### src/rtl/rip_pkg.sv
// Package of constants and carrier types for the reset, intrusion and power-up controller.
package rip_pkg;

    // ------------------------------------------------------------------
    // Clock and timing
    // ------------------------------------------------------------------
    localparam int CLK_HZ          = 40_000_000;
    localparam int CLK_PER_MS      = CLK_HZ / 1000;
    localparam int POR_HOLD_MS     = 180;
    localparam int POR_HOLD_CYC    = POR_HOLD_MS * CLK_PER_MS;
    localparam int HW_RST_MIN_US   = 800;
    localparam int HW_RST_MIN_CYC  = (HW_RST_MIN_US * (CLK_HZ / 1_000_000) > 0) ?
                                     HW_RST_MIN_US * (CLK_HZ / 1_000_000) : 1;
    localparam int FAN_TIMEOUT_MS  = 4600;
    localparam int FAN_TIMEOUT_CYC = FAN_TIMEOUT_MS * CLK_PER_MS;

    // ------------------------------------------------------------------
    // Register addresses, defaults and fields
    // ------------------------------------------------------------------
    localparam logic [7:0] ADDR_CFG0      = 8'h00;
    localparam logic [7:0] ADDR_CFG1      = 8'h01;
    localparam logic [7:0] ADDR_CFG3      = 8'h03;
    localparam logic [7:0] ADDR_BATT_LIM  = 8'h75;
    localparam logic [7:0] ADDR_RST_KEY   = 8'h7B;
    localparam logic [7:0] ADDR_BATT_MEAS = 8'h93;
    localparam logic [7:0] ADDR_DIG_STAT  = 8'hBE;

    localparam logic [7:0] CFG0_DEFAULT     = 8'h20;
    localparam logic [7:0] CFG1_DEFAULT     = 8'h81;
    localparam logic [7:0] CFG3_DEFAULT     = 8'h00;
    localparam logic [7:0] BATT_LIM_DEFAULT = 8'h80;
    localparam logic [7:0] RST_KEY_DEFAULT  = 8'h00;
    localparam logic [7:0] RST_KEY_VALUE    = 8'h6D;

    localparam int CFG0_SW_RESET_BIT  = 7;
    localparam int CFG1_LOCK_BIT      = 6;
    localparam int CFG1_SETUP_BIT     = 5;
    localparam int CFG3_XOR_BIT       = 6;
    localparam int CFG3_INTR_CLR_BIT  = 5;
    localparam int DIG_STAT_INTR_BIT  = 7;

    localparam int TREE_WIDTH_DEFAULT = 8;

    // ------------------------------------------------------------------
    // Carrier types
    // ------------------------------------------------------------------
    typedef struct packed {
        logic       wr;
        logic [7:0] addr;
        logic [7:0] data;
    } rip_reg_wr_s;

    typedef struct packed {
        logic diode;
        logic main_rail;
        logic battery;
        logic other;
    } rip_mon_en_s;

    typedef enum logic [1:0] {
        SEQ_HOLD = 2'b00,
        SEQ_RUN  = 2'b01,
        SEQ_EXT  = 2'b10
    } rip_seq_e;

endpackage : rip_pkg

### src/rtl/rip_sync.sv
// Three-stage pin synchroniser whose output changes once stages two and three agree.
`timescale 1ns/1ps
`default_nettype none

module rip_sync #(
    parameter int          WIDTH     = 1,
    parameter logic [0:0]  RESET_VAL = 1'b0
) (
    input  wire logic             CLOCK,
    input  wire logic             RST,
    input  wire logic [WIDTH-1:0] PIN_IN,
    output logic      [WIDTH-1:0] PIN_OUT
);

    logic [WIDTH-1:0] s1_reg;
    logic [WIDTH-1:0] s2_reg;
    logic [WIDTH-1:0] s3_reg;
    logic [WIDTH-1:0] out_next;

    // Each bit moves only when the last two stages agree, filtering a late settle.
    assign out_next = (s2_reg & s3_reg) | (PIN_OUT & (s2_reg | s3_reg));

    always_ff @(posedge CLOCK or posedge RST)
    begin
        if (RST)
        begin
            s1_reg  <= {WIDTH{RESET_VAL}};
            s2_reg  <= {WIDTH{RESET_VAL}};
            s3_reg  <= {WIDTH{RESET_VAL}};
            PIN_OUT <= {WIDTH{RESET_VAL}};
        end
        else
        begin
            s1_reg  <= PIN_IN;
            s2_reg  <= s1_reg;
            s3_reg  <= s2_reg;
            PIN_OUT <= out_next;
        end
    end

endmodule // rip_sync

`default_nettype wire

### src/rtl/rip_ctrl.sv
// Reset line, keyed software reset, chassis intrusion latch, power-up sequencing and board test output.
`timescale 1ns/1ps
`default_nettype none

// Function
// - Hold reset line low 180 ms after power-on.
// - Power-on reset loads every register default.
// - Hardware reset restores subset; locked registers kept.
// - Writing bit 7 of 0x00 triggers software reset; code acts only with 0x6D in key register 0x7B and lock bit clear.
// - Software reset returns key register to default.
// - Software and hardware reset restore same set.
// - Intrusion high sets status bit, raises interrupt.
// - Intrusion flag held until clear bit written.
// - Intrusion clear bit stays until written zero.
// - Intrusion disabled while battery below lower limit.
// - Intrusion latched unpowered; interrupt waits main power.
// - Only diode, rail, battery monitored before setup.
// - Battery below limit at power-up disables intrusion.
// - Dedicated fan off; full after 4.6 s silence.
// - Shared fan drives undriven at power-up.
// - Quiet start counter enabled after main rail on.
// - Bit 6 of 0x03 enters tree test mode.
module rip_ctrl
    import rip_pkg::*;
#(
    parameter int TREE_WIDTH    = TREE_WIDTH_DEFAULT,
    parameter int POR_HOLD      = POR_HOLD_CYC,
    parameter int HW_RST_MIN    = HW_RST_MIN_CYC,
    parameter int FAN_TIMEOUT   = FAN_TIMEOUT_CYC
) (
    input  wire logic                  CLOCK,
    input  wire logic                  RST,
    input  wire logic                  RESET_LINE_N_I,
    output logic                       RESET_LINE_N_O,
    output logic                       RESET_LINE_OE,
    input  wire rip_reg_wr_s           REG_WR,
    input  wire logic                  SMB_ACTIVITY,
    input  wire logic [7:0]            BATT_MEASURE,
    input  wire logic                  CHASSIS_INTRUSION,
    input  wire logic                  MAIN_RAIL_INPUT,
    input  wire logic                  DED_FAN_PROGRAMMED,
    input  wire logic [2:0]            SHARED_FAN_PROGRAMMED,
    input  wire logic [TREE_WIDTH-1:0] TREE_INPUTS,
    output logic [7:0]                 CFG0,
    output logic [7:0]                 CFG1,
    output logic [7:0]                 CFG3,
    output logic [7:0]                 BATT_LIMIT,
    output logic [7:0]                 RESET_KEY,
    output logic [7:0]                 DIG_STATUS,
    output logic                       INTRUSION_IRQ,
    output logic                       INTRUSION_ENABLED,
    output rip_mon_en_s                MON_ENABLE,
    output logic                       QUIET_START_EN,
    output logic                       DEDICATED_FAN_DRIVE,
    output logic [2:0]                 SHARED_FAN_DRIVE_O,
    output logic [2:0]                 SHARED_FAN_DRIVE_OE,
    output logic                       DEVICE_RESET,
    output logic                       XOR_TEST_O,
    output logic                       XOR_TEST_OE
);

    // ------------------------------------------------------------------
    // Widths and helpers
    // ------------------------------------------------------------------
    localparam int POR_W = $clog2(POR_HOLD + 1);
    localparam int HWR_W = $clog2(HW_RST_MIN + 1);
    localparam int FAN_W = $clog2(FAN_TIMEOUT + 1);
    localparam logic [POR_W-1:0] POR_LAST = POR_W'(POR_HOLD - 1);
    localparam logic [HWR_W-1:0] HWR_LAST = HWR_W'(HW_RST_MIN - 1);
    localparam logic [FAN_W-1:0] FAN_LAST = FAN_W'(FAN_TIMEOUT - 1);

    function automatic logic reg_hit(input rip_reg_wr_s w, input logic [7:0] a);
        reg_hit = w.wr && (w.addr == a);
    endfunction

    // ------------------------------------------------------------------
    // Pin synchronisers
    // ------------------------------------------------------------------
    logic                  line_n_sync;
    logic                  intrusion_sync;
    logic                  rail_sync;
    logic [TREE_WIDTH-1:0] tree_sync;

    rip_sync #(.WIDTH(1), .RESET_VAL(1'b1)) u_sync_line (
        .CLOCK   (CLOCK),
        .RST     (RST),
        .PIN_IN  (RESET_LINE_N_I),
        .PIN_OUT (line_n_sync)
    );

    rip_sync #(.WIDTH(2), .RESET_VAL(1'b0)) u_sync_misc (
        .CLOCK   (CLOCK),
        .RST     (RST),
        .PIN_IN  ({CHASSIS_INTRUSION, MAIN_RAIL_INPUT}),
        .PIN_OUT ({intrusion_sync, rail_sync})
    );

    rip_sync #(.WIDTH(TREE_WIDTH), .RESET_VAL(1'b0)) u_sync_tree (
        .CLOCK   (CLOCK),
        .RST     (RST),
        .PIN_IN  (TREE_INPUTS),
        .PIN_OUT (tree_sync)
    );

    // ------------------------------------------------------------------
    // Reset line sequencer
    // ------------------------------------------------------------------
    rip_seq_e         seq_reg;
    rip_seq_e         seq_next;
    logic [POR_W-1:0] por_cnt_reg;
    logic [HWR_W-1:0] hwr_cnt_reg;
    logic             hw_reset_pulse;
    logic             por_done;
    logic             hwr_done;

    assign por_done = (por_cnt_reg == POR_LAST);
    assign hwr_done = (hwr_cnt_reg == HWR_LAST);
    // A low line only counts once our own power-on drive has been released.
    assign hw_reset_pulse = (seq_reg == SEQ_EXT) && hwr_done && !line_n_sync;

    always_comb
    begin
        seq_next = seq_reg;
        unique case (seq_reg)
            SEQ_HOLD: if (por_done) seq_next = SEQ_RUN;
            SEQ_RUN:  if (!line_n_sync) seq_next = SEQ_EXT;
            SEQ_EXT:  if (line_n_sync) seq_next = SEQ_RUN;
            default:  seq_next = SEQ_HOLD;
        endcase
    end

    always_ff @(posedge CLOCK or posedge RST)
    begin
        if (RST)
        begin
            seq_reg     <= SEQ_HOLD;
            por_cnt_reg <= '0;
            hwr_cnt_reg <= '0;
        end
        else
        begin
            seq_reg <= seq_next;
            if (seq_reg == SEQ_HOLD && !por_done)
                por_cnt_reg <= por_cnt_reg + POR_W'(1);
            if (seq_reg == SEQ_EXT && !line_n_sync)
            begin
                if (hwr_cnt_reg <= HWR_LAST)
                    hwr_cnt_reg <= hwr_cnt_reg + HWR_W'(1);
            end
            else
                hwr_cnt_reg <= '0;
        end
    end

    always_ff @(posedge CLOCK or posedge RST)
    begin
        if (RST)
        begin
            RESET_LINE_N_O <= 1'b0;
            RESET_LINE_OE  <= 1'b1;
        end
        else
        begin
            RESET_LINE_N_O <= 1'b0;
            RESET_LINE_OE  <= (seq_next == SEQ_HOLD);
        end
    end

    // ------------------------------------------------------------------
    // Configuration registers and keyed software reset
    // ------------------------------------------------------------------
    logic       locked;
    logic       wr_cfg0;
    logic       wr_cfg1;
    logic       wr_cfg3;
    logic       sw_reset_pulse;
    logic       partial_reset;
    logic [7:0] cfg0_next;
    logic [7:0] cfg1_next;
    logic [7:0] cfg3_next;
    logic [7:0] key_next;
    logic [7:0] lim_next;

    assign locked  = CFG1[CFG1_LOCK_BIT];
    assign wr_cfg0 = reg_hit(REG_WR, ADDR_CFG0) && !locked;
    assign wr_cfg1 = reg_hit(REG_WR, ADDR_CFG1) && !locked;
    assign wr_cfg3 = reg_hit(REG_WR, ADDR_CFG3) && !locked;
    // Without the key in place the reset bit is dropped, so a stray write cannot reset the part.
    assign sw_reset_pulse = wr_cfg0 && REG_WR.data[CFG0_SW_RESET_BIT]
                            && (RESET_KEY == RST_KEY_VALUE);
    // Both reset sources share one restore path, so the restored set is identical.
    assign partial_reset  = sw_reset_pulse || hw_reset_pulse;

    // The reset bit reads back zero; it acts only as a trigger.
    assign cfg0_next = partial_reset ? (locked ? CFG0 : CFG0_DEFAULT) :
                       wr_cfg0 ? (REG_WR.data & ~(8'h01 << CFG0_SW_RESET_BIT)) : CFG0;
    // Lock is sticky until a power-on reset.
    assign cfg1_next = partial_reset ? (locked ? CFG1 : CFG1_DEFAULT) :
                       wr_cfg1 ? REG_WR.data : CFG1;
    // The intrusion clear bit is held as written and never self-clears.
    assign cfg3_next = partial_reset ? (locked ? CFG3 : CFG3_DEFAULT) :
                       wr_cfg3 ? REG_WR.data : CFG3;
    assign key_next  = partial_reset ? RST_KEY_DEFAULT :
                       reg_hit(REG_WR, ADDR_RST_KEY) ? REG_WR.data : RESET_KEY;
    // The battery limit is a limit register that only power-on restores.
    assign lim_next  = reg_hit(REG_WR, ADDR_BATT_LIM) ? REG_WR.data : BATT_LIMIT;

    always_ff @(posedge CLOCK or posedge RST)
    begin
        if (RST)
        begin
            CFG0         <= CFG0_DEFAULT;
            CFG1         <= CFG1_DEFAULT;
            CFG3         <= CFG3_DEFAULT;
            RESET_KEY    <= RST_KEY_DEFAULT;
            BATT_LIMIT   <= BATT_LIM_DEFAULT;
            DEVICE_RESET <= 1'b0;
        end
        else
        begin
            CFG0         <= cfg0_next;
            CFG1         <= cfg1_next;
            CFG3         <= cfg3_next;
            RESET_KEY    <= key_next;
            BATT_LIMIT   <= lim_next;
            DEVICE_RESET <= partial_reset;
        end
    end

    // ------------------------------------------------------------------
    // Chassis intrusion
    // ------------------------------------------------------------------
    logic batt_ok;
    logic intr_flag;
    logic intr_next;

    assign batt_ok   = !(BATT_MEASURE < BATT_LIMIT);
    assign intr_flag = DIG_STATUS[DIG_STAT_INTR_BIT];
    // A new event wins over a clear in the same cycle.
    assign intr_next = (batt_ok && intrusion_sync) ? 1'b1 :
                       CFG3[CFG3_INTR_CLR_BIT] ? 1'b0 : intr_flag;

    always_ff @(posedge CLOCK or posedge RST)
    begin
        if (RST)
        begin
            DIG_STATUS        <= 8'h00;
            INTRUSION_IRQ     <= 1'b0;
            INTRUSION_ENABLED <= 1'b0;
        end
        else
        begin
            DIG_STATUS        <= {intr_next, DIG_STATUS[DIG_STAT_INTR_BIT-1:0]};
            // The latch keeps its event while the rail is down; the request waits for it.
            INTRUSION_IRQ     <= intr_next && rail_sync;
            INTRUSION_ENABLED <= batt_ok;
        end
    end

    // ------------------------------------------------------------------
    // Power-up monitoring and fan drives
    // ------------------------------------------------------------------
    logic             setup_done;
    logic             smb_seen_reg;
    logic             fan_full_reg;
    logic [FAN_W-1:0] fan_cnt_reg;
    logic             fan_timeout;

    assign setup_done  = CFG1[CFG1_SETUP_BIT];
    assign fan_timeout = rail_sync && !smb_seen_reg && !fan_full_reg && (fan_cnt_reg == FAN_LAST);

    always_ff @(posedge CLOCK or posedge RST)
    begin
        if (RST)
        begin
            smb_seen_reg <= 1'b0;
            fan_full_reg <= 1'b0;
            fan_cnt_reg  <= '0;
        end
        else
        begin
            if (SMB_ACTIVITY || REG_WR.wr)
                smb_seen_reg <= 1'b1;
            if (fan_timeout)
                fan_full_reg <= 1'b1;
            if (rail_sync && !smb_seen_reg && !fan_full_reg && !fan_timeout)
                fan_cnt_reg <= fan_cnt_reg + FAN_W'(1);
        end
    end

    always_ff @(posedge CLOCK or posedge RST)
    begin
        if (RST)
        begin
            MON_ENABLE          <= '0;
            QUIET_START_EN      <= 1'b0;
            DEDICATED_FAN_DRIVE <= 1'b0;
            SHARED_FAN_DRIVE_O  <= 3'h0;
            SHARED_FAN_DRIVE_OE <= 3'h0;
        end
        else
        begin
            MON_ENABLE.diode     <= 1'b1;
            MON_ENABLE.main_rail <= 1'b1;
            MON_ENABLE.battery   <= 1'b1;
            MON_ENABLE.other     <= setup_done;
            QUIET_START_EN       <= rail_sync;
            DEDICATED_FAN_DRIVE  <= fan_full_reg || (smb_seen_reg && DED_FAN_PROGRAMMED);
            // Until setup the shared pins stay released and float high.
            SHARED_FAN_DRIVE_O   <= 3'h0;
            SHARED_FAN_DRIVE_OE  <= setup_done ? ~SHARED_FAN_PROGRAMMED : 3'h0;
        end
    end

    // ------------------------------------------------------------------
    // Board test tree
    // ------------------------------------------------------------------
    logic tree_result;

    // Inputs pass the pin synchronisers, so the output trails a toggle by five cycles.
    assign tree_result = ^tree_sync;

    always_ff @(posedge CLOCK or posedge RST)
    begin
        if (RST)
        begin
            XOR_TEST_O  <= 1'b0;
            XOR_TEST_OE <= 1'b0;
        end
        else
        begin
            XOR_TEST_O  <= 1'b0;
            XOR_TEST_OE <= CFG3[CFG3_XOR_BIT] && !tree_result;
        end
    end

endmodule // rip_ctrl

`default_nettype wire

### config.mk
export PLATFORM = sky130hd
export DESIGN_NAME = rip_ctrl
export DESIGN_NICKNAME = d
export VERILOG_FILES = /design/src/rtl/rip_pkg.sv /design/src/rtl/rip_sync.sv /design/src/rtl/rip_ctrl.sv
export SDC_FILE = /design/constraint.sdc
export NUM_CORES = 1
export LEC_CHECK = 0
export ABC_AREA = 1
export BUFFER_PORTS_ARGS = -buffer_cell sky130_fd_sc_hd__buf_4
export CORE_ASPECT_RATIO = 0.75
export CORE_MARGIN = 5
export CORE_UTILIZATION = 55
export CTS_CLUSTER_DIAMETER = 60
export CTS_CLUSTER_SIZE = 14
export DETAILED_ROUTE_END_ITERATION = 7
export GPL_ROUTABILITY_DRIVEN = 0
export MAX_ROUTING_LAYER = met4
export PLACE_DENSITY = 0.8
export SLEW_MARGIN = 20
export SYNTH_ARGS = -nofsm -noshare
export SYNTH_HDL_FRONTEND = slang
export SYNTH_SLANG_ARGS = --single-unit
### constraint.sdc
create_clock -name CLOCK -period 13.8 [get_ports CLOCK]
set_input_delay 3.45 -clock CLOCK [delete_from_list [all_inputs] [get_ports CLOCK]]
set_output_delay 3.45 -clock CLOCK [all_outputs]
set_load 0.01 [all_outputs]
Yosys cells after proc, flatten, opt, wreduce, memory -nomap -nowiden

Index checks and enable logic that the tools add are counted.

Bits in registers: 167
Input bits: 43
Logic and storage cells: 129

$add $sub $neg: 3
Magnitude comparators: 2
Eq/ne operators: 12
Muxes and demuxes: 20
Bitwise gates (word level): 13
Reductions and logical operators: 44

Operator list:

| kind                                                            | count |
|---|---|
| 8-bit 2-to-1 mux                                                | 11 |
| 15-bit 2-to-1 mux                                               | 2 |
| 28-bit by 1-bit adder with 28-bit output, second input constant | 1 |
| 28-bit == test, second input constant                           | 1 |
| 8-bit by 7-bit == test with 1-bit output, second input constant | 3 |
| 23-bit by 1-bit adder with 23-bit output, second input constant | 1 |
| 23-bit == test, second input constant                           | 1 |
| 1-bit logical AND                                               | 22 |
| 8-bit AND                                                       | 2 |
| 8-bit OR                                                        | 2 |
| 15-bit by 1-bit adder with 15-bit output, second input constant | 1 |
| 15-bit == test, second input constant                           | 1 |
| 15-bit less-or-equal comparator, second input constant          | 1 |
| 8-bit by 1-bit == test with 1-bit output, second input constant | 1 |
| 8-bit by 2-bit == test with 1-bit output, second input constant | 1 |
| 1-bit logical NOT                                               | 8 |
| 8-bit logical NOT                                               | 1 |
| 8-bit < comparator                                              | 1 |
| 2-bit nonzero test                                              | 4 |
| 8-bit parity                                                    | 1 |
| 2-bit 2-to-1 mux                                                | 3 |
| 2-bit one-hot mux with 3 select lines                           | 1 |
| 2-bit AND reduction                                             | 3 |
| 2-bit AND                                                       | 2 |
| 12 further kinds                                                | 19 |

Logic depth before layout (Yosys ltp)

Depth after elaboration: 8
Mapped depth: 11

Modules after synthesis

A second synthesis with hierarchy kept.

Cells, all modules: 1065
Area total of the unflattened synthesis: 8440.6 µm²

Modules (own cells, without submodules):

| module                  | instances | cells each | area each (µm²) | sequential area each (µm²) |
|---|---|---|---|---|
| rip_ctrl                | 1         | 974        | 7144.4          | 3059.2 |
| rip_sync at u_sync_tree | 1         | 65         | 934.6           | 800.8 |
| rip_sync at u_sync_misc | 1         | 17         | 236.5           | 200.2 |
| rip_sync at u_sync_line | 1         | 9          | 125.1           | 105.1 |

Worst setup path after synthesis

Ideal clock, no wire load.

Path type: input port to flip-flop
Start point: input port REG_WR[14] in the netlist's numbering
End point: register CFG3[0]
Arrival time: 4447 ps
Required time: 13681 ps
Setup slack: 9233 ps
Stages: 9
Path buffers: 1
Cells stage by stage: nor2_1 nand3_1 nor2_4 nand2_4 nand2_2 nand2_2 buf_2 nand3_1 nand2_1

Cells in the longest elaborated chain, start to end: 8

Ends and longest elaborated chain:

| item                                                                  | line            | RTL |
|---|---|---|
| from (decl)                                                           | rip_ctrl.sv:36  | `input wire rip_reg_wr_s REG_WR,` |
| 8-bit logical NOT                                                     | rip_ctrl.sv:73  | `reg_hit = w.wr && (w.addr == a);` |
| 1-bit logical AND                                                     | rip_ctrl.sv:73  |  |
| 1-bit logical AND                                                     | rip_ctrl.sv:185 | `assign wr_cfg0 = reg_hit(REG_WR, ADDR_CFG0) && !locked;` |
| 1-bit logical AND                                                     | rip_ctrl.sv:189 | `assign sw_reset_pulse = wr_cfg0 && REG_WR.data[CFG0_SW_RESET_BIT]` |
| 1-bit logical AND                                                     | rip_ctrl.sv:190 | `&& (RESET_KEY == RST_KEY_VALUE);` |
| 1-bit logical OR                                                      | rip_ctrl.sv:192 | `assign partial_reset = sw_reset_pulse \|\| hw_reset_pulse;` |
| 2-bit inequality test (no line) or 2-bit nonzero test (tied branches) | --              |  |
| 2-bit AND reduction (no line)                                         | --              |  |
| to (signal assigned)                                                  | rip_ctrl.sv:223 | `CFG3 <= cfg3_next;` |
| to (decl)                                                             | rip_ctrl.sv:46  | `output logic [7:0] CFG3,` |

Parallel ways exist; a longest one is shown, timed or not.
A chain may end at the register's enable or synchronous reset.

Worst setup path after layout

Start point: input port REG_WR[14] in the netlist's numbering
End point: register CFG1[2]

Cells in the longest elaborated chain, start to end: 8

Ends and longest elaborated chain:

| item                                                                  | line            | RTL |
|---|---|---|
| 8-bit logical NOT                                                     | rip_ctrl.sv:73  |  |
| 1-bit logical AND                                                     | rip_ctrl.sv:73  |  |
| 1-bit logical AND                                                     | rip_ctrl.sv:185 |  |
| 1-bit logical AND                                                     | rip_ctrl.sv:189 |  |
| 1-bit logical AND                                                     | rip_ctrl.sv:190 |  |
| 1-bit logical OR                                                      | rip_ctrl.sv:192 |  |
| 2-bit inequality test (no line) or 2-bit nonzero test (tied branches) | --              |  |
| 2-bit AND reduction (no line)                                         | --              |  |
| to (signal assigned)                                                  | rip_ctrl.sv:222 | `CFG1 <= cfg1_next;` |
| to (decl)                                                             | rip_ctrl.sv:45  | `output logic [7:0] CFG1,` |

Parallel ways exist; a longest one is shown, timed or not.

==> metrics.md <==
| Metric | Value |
|---|---|
| Status | finished clean |
| Synth Flop Type | dfrtp_1 |
| CTS Buf Count | 17 |
| Final worst-path cycle share | 0.335 |
| Critical Path Source Type | input port |
| Root buffer cell | clkbuf_16 |
| DRC Markers | 0 |
| Fmax | 216 MHz |
| CP peak stage delay | 0.28 ns |
| FF-to-FF setup slack | 11.32 ns |
| Setup Viol. Count Final | 0 |
| Library cells used by synthesis | 35 |
| Dominant cell type by area after synthesis | dfrtp_1 |
| Top post-synthesis cells by count | nand2_1, dfrtp_1, nor2_1, inv_1, nand3_1 |
| R2R Path Start | por_cnt_reg[0]$_DFFE_PP0P_ |
| WL final | 19,000 um |
| Largest register FFs | 28 |
| Mapped Cells | 1,021 |
| Nets | 1,173 |
| Initial core utilization | 0.562 |
| Largest net degree at the start of global routing | 88 |
| Vias in the first global route | 6,315 |
| CTS Hold Buffers Added | 0 |
| Hold EP | u_sync_tree.s2_reg[4]$_DFF_PP0_ |
| Reg2Reg Depth | 8 |
| Die area | 17,400 um2 |
| Capture point of the worst reg-to-reg path | por_cnt_reg[17]$_DFFE_PP0P_ |
| Post-Syn Area | 8180 um2 |
| Crit path DAT | 4.93 ns |
| CP cell instances | buf_4 -> nor2_1 -> nand3_1 -> nor2_4 -> nand2_4 -> nand2_2 -> nand2_2 -> nand3_1 -> nand2_1 |
| Register area share after synthesis | 0.509 |
| Hold Fails Final Rpt | 0 |
| Count leader, synth | nand2_1 |
| PD cells | 113 nW/um2 |
| First-pass GRT wire length | 31,100 um |
| TNS Setup | 0 ns |
| Initial DRC count | 669 |
| Maximum Capacitance Violations | 0 |
| Clk_lat worst skew | 0.43 ns |
| Least-Margin Pin Slew | 0.739 ns |
| Largest cells by area after synthesis | dfrtp_1, nand2_1, nor2_1 |
| Share of layout cells above drive strength 1 | 0.149 |
| Area growth, synth to finish | 18.7% |
| Gr usage total | 0.233 |
| DP HPWL | 13,400 um |
| Initial antenna violation count | 0 |
| DRT Pass-1 Iters | 5 |
| Clock Path Buffers | 2 |
| RSZ-0062 raised after global routing | false |
| Placed Instances | 1,300 |
| Relative slew margins | 0.508 |
| Drt wl/cell | 14.3 um |
| Leak pwr | 4.80 nW |
| Site Rows | 38 |
| Worst Clk Skew | 0.0148 ns |
| Total core area | 14,500 um2 |
| Buf/Inv on CP | 1 |
| TritonCTS clock tree | done |
| Crit path required time | 14.11 ns |
| Post-route insts no fill | 1,333 |
| Worst-path maximum fanout | 15 |
| Synth Register Bits | 166 |
| Hold Crit Class | flip-flop to flip-flop |
| Resize count post-CTS | 0 |
| CP endpoint kind | flip-flop |
| Total gr overflow | 0 |
| Vias per Instance | 5.13 |
| Die W | 151 um |
| Synth warnings | 0 |
| Setup CP Type | input port to flip-flop |
| Port Buffer Count | 96 |
| Ant diodes | 0 |
| CP max stage cell | nor2_4 |
| Final ANT Viol Nets | 0 |
| Final min period | 4.63 ns |
| Kind of cell adding the most delay to the critical path | simple AND/OR/NAND/NOR gates |
| Pwr Total | 1.10 mW |
| Die height | 116 um |
| Clock Sinks | 166 |
| Asr flop ratio synth | 1.00 |
| Final Util | 0.668 |
| Fin. max-slew vios | 0 |
| Worst vdd ir | 0.104 mV |
| Hold wc startpoint | u_sync_tree.s1_reg[4]$_DFF_PP0_ |
| Clk slew on worst S/H paths | 0.06 ns |
| Post-CTS Setup Bufs | 0 |
| Num ports | 110 |
| Hold depth | 0 |
| Yosys top cell area share | 0.480 |
| Vias | 6,842 |
| H-Tree Level Count | 4 |
| Avg Cell Area, Syn | 8.01 um2 |
| Post-synth EDFFs | 0 |
==> metal layers <==
| metal | GRT usage | up-vias | wire, um |
|---|---|---|---|
| met5 | - | - | 0 |
| met4 | 0.0694 | 0 | 382 |
| met3 | 0.0532 | 36 | 1470 |
| met2 | 0.340 | 235 | 8430 |
| met1 | 0.328 | 3189 | 8740 |
| li1 | - | 3382 | - |
==> worst max path at each step <==
stage	slack (ns)	start	to	depth (start not counted)
CTS	9.09	RST	CFG1[2]$_DFFE_PP0P_	3
floorplan	5.87	RST	BATT_LIMIT[0]$_DFFE_PP0P_	1
finish	9.17	REG_WR[14]	CFG1[2]$_DFFE_PP0P_	9
detailed placement	8.62	RST	INTRUSION_ENABLED$_DFF_PP0_	3
global route	9.04	REG_WR[14]	CFG3[5]$_DFFE_PP0P_	9
global placement	8.63	RST	u_sync_misc.PIN_OUT[1]$_DFF_PP0_	3
==> per-stage QoR <==
step,setup WS (ns),hold WS (ns),cell area [um2]
4_1_cts,9.09,0.349,9690
2_1_floorplan,5.87,0.331,8230
3_3_place_gp,8.63,0.332,9010
6_report,9.17,0.349,9720
5_1_grt,9.04,0.356,9720
3_5_place_dp,8.62,0.335,9010
==> worst reg2reg max path: stages, from the launching register on <==
cell	delay (ns)
dfrtp_1	0.44
ha_1	0.30
nand3_1	0.11
nor2_1	0.22
nand3_1	0.12
nand2_1	0.55
inv_2	0.37
nand2_1	0.16
o21ai_0	0.09
==> kinds of logic after synthesis <==
kind of cell	Yosys count	share of synthesized area
and+or+nand+nor	634	0.329
AOI/OAI and AO/OA	42	0.0277
other	2	0.000918
buffers and inverters	119	0.0651
adders and majority gates	21	0.0288
xor gates and xnor gates	37	0.0396
DFF	166	0.509
==> report_power, final <==
group	internal [mW]	total [mW]	switching, mW
clock	0.332	0.540	0.208
combinational	0.0228	0.0525	0.0297
sequential	0.499	0.506	0.00744
==> final cells by class <==
cell class | count | area, um2
Clock buffer | 18 | 439
Clock inverter | 14 | 234
Fill cell | 1184 | 4830
Inverter | 88 | 335
Multi-Input combinational cell | 748 | 3530
Sequential cell | 166 | 4170
Tap cell | 200 | 250
Timing Repair Buffer | 99 | 763
==> layout by cell type (no fill, tap or decap), types with 4 or more instances in the layout <==
cell	synthesis	layout
nand2_2	5	5
inv_1	83	82
xor2_1	24	24
dfrtp_1	157	157
dfstp_2	9	9
bufinv_16	0	5
nor3_1	8	8
inv_6	0	6
nand2_1	383	383
o21ai_0	34	34
a21oi_1	4	4
inv_2	5	5
maj3_1	11	11
conb_1	2	14
nand4_1	30	30
nand3b_1	11	11
ha_1	10	10
clkbuf_16	0	17
xnor2_1	13	13
nand3_1	59	59
buf_4	16	98
nor2_1	121	121
Power figures use the tool's default switching activity.
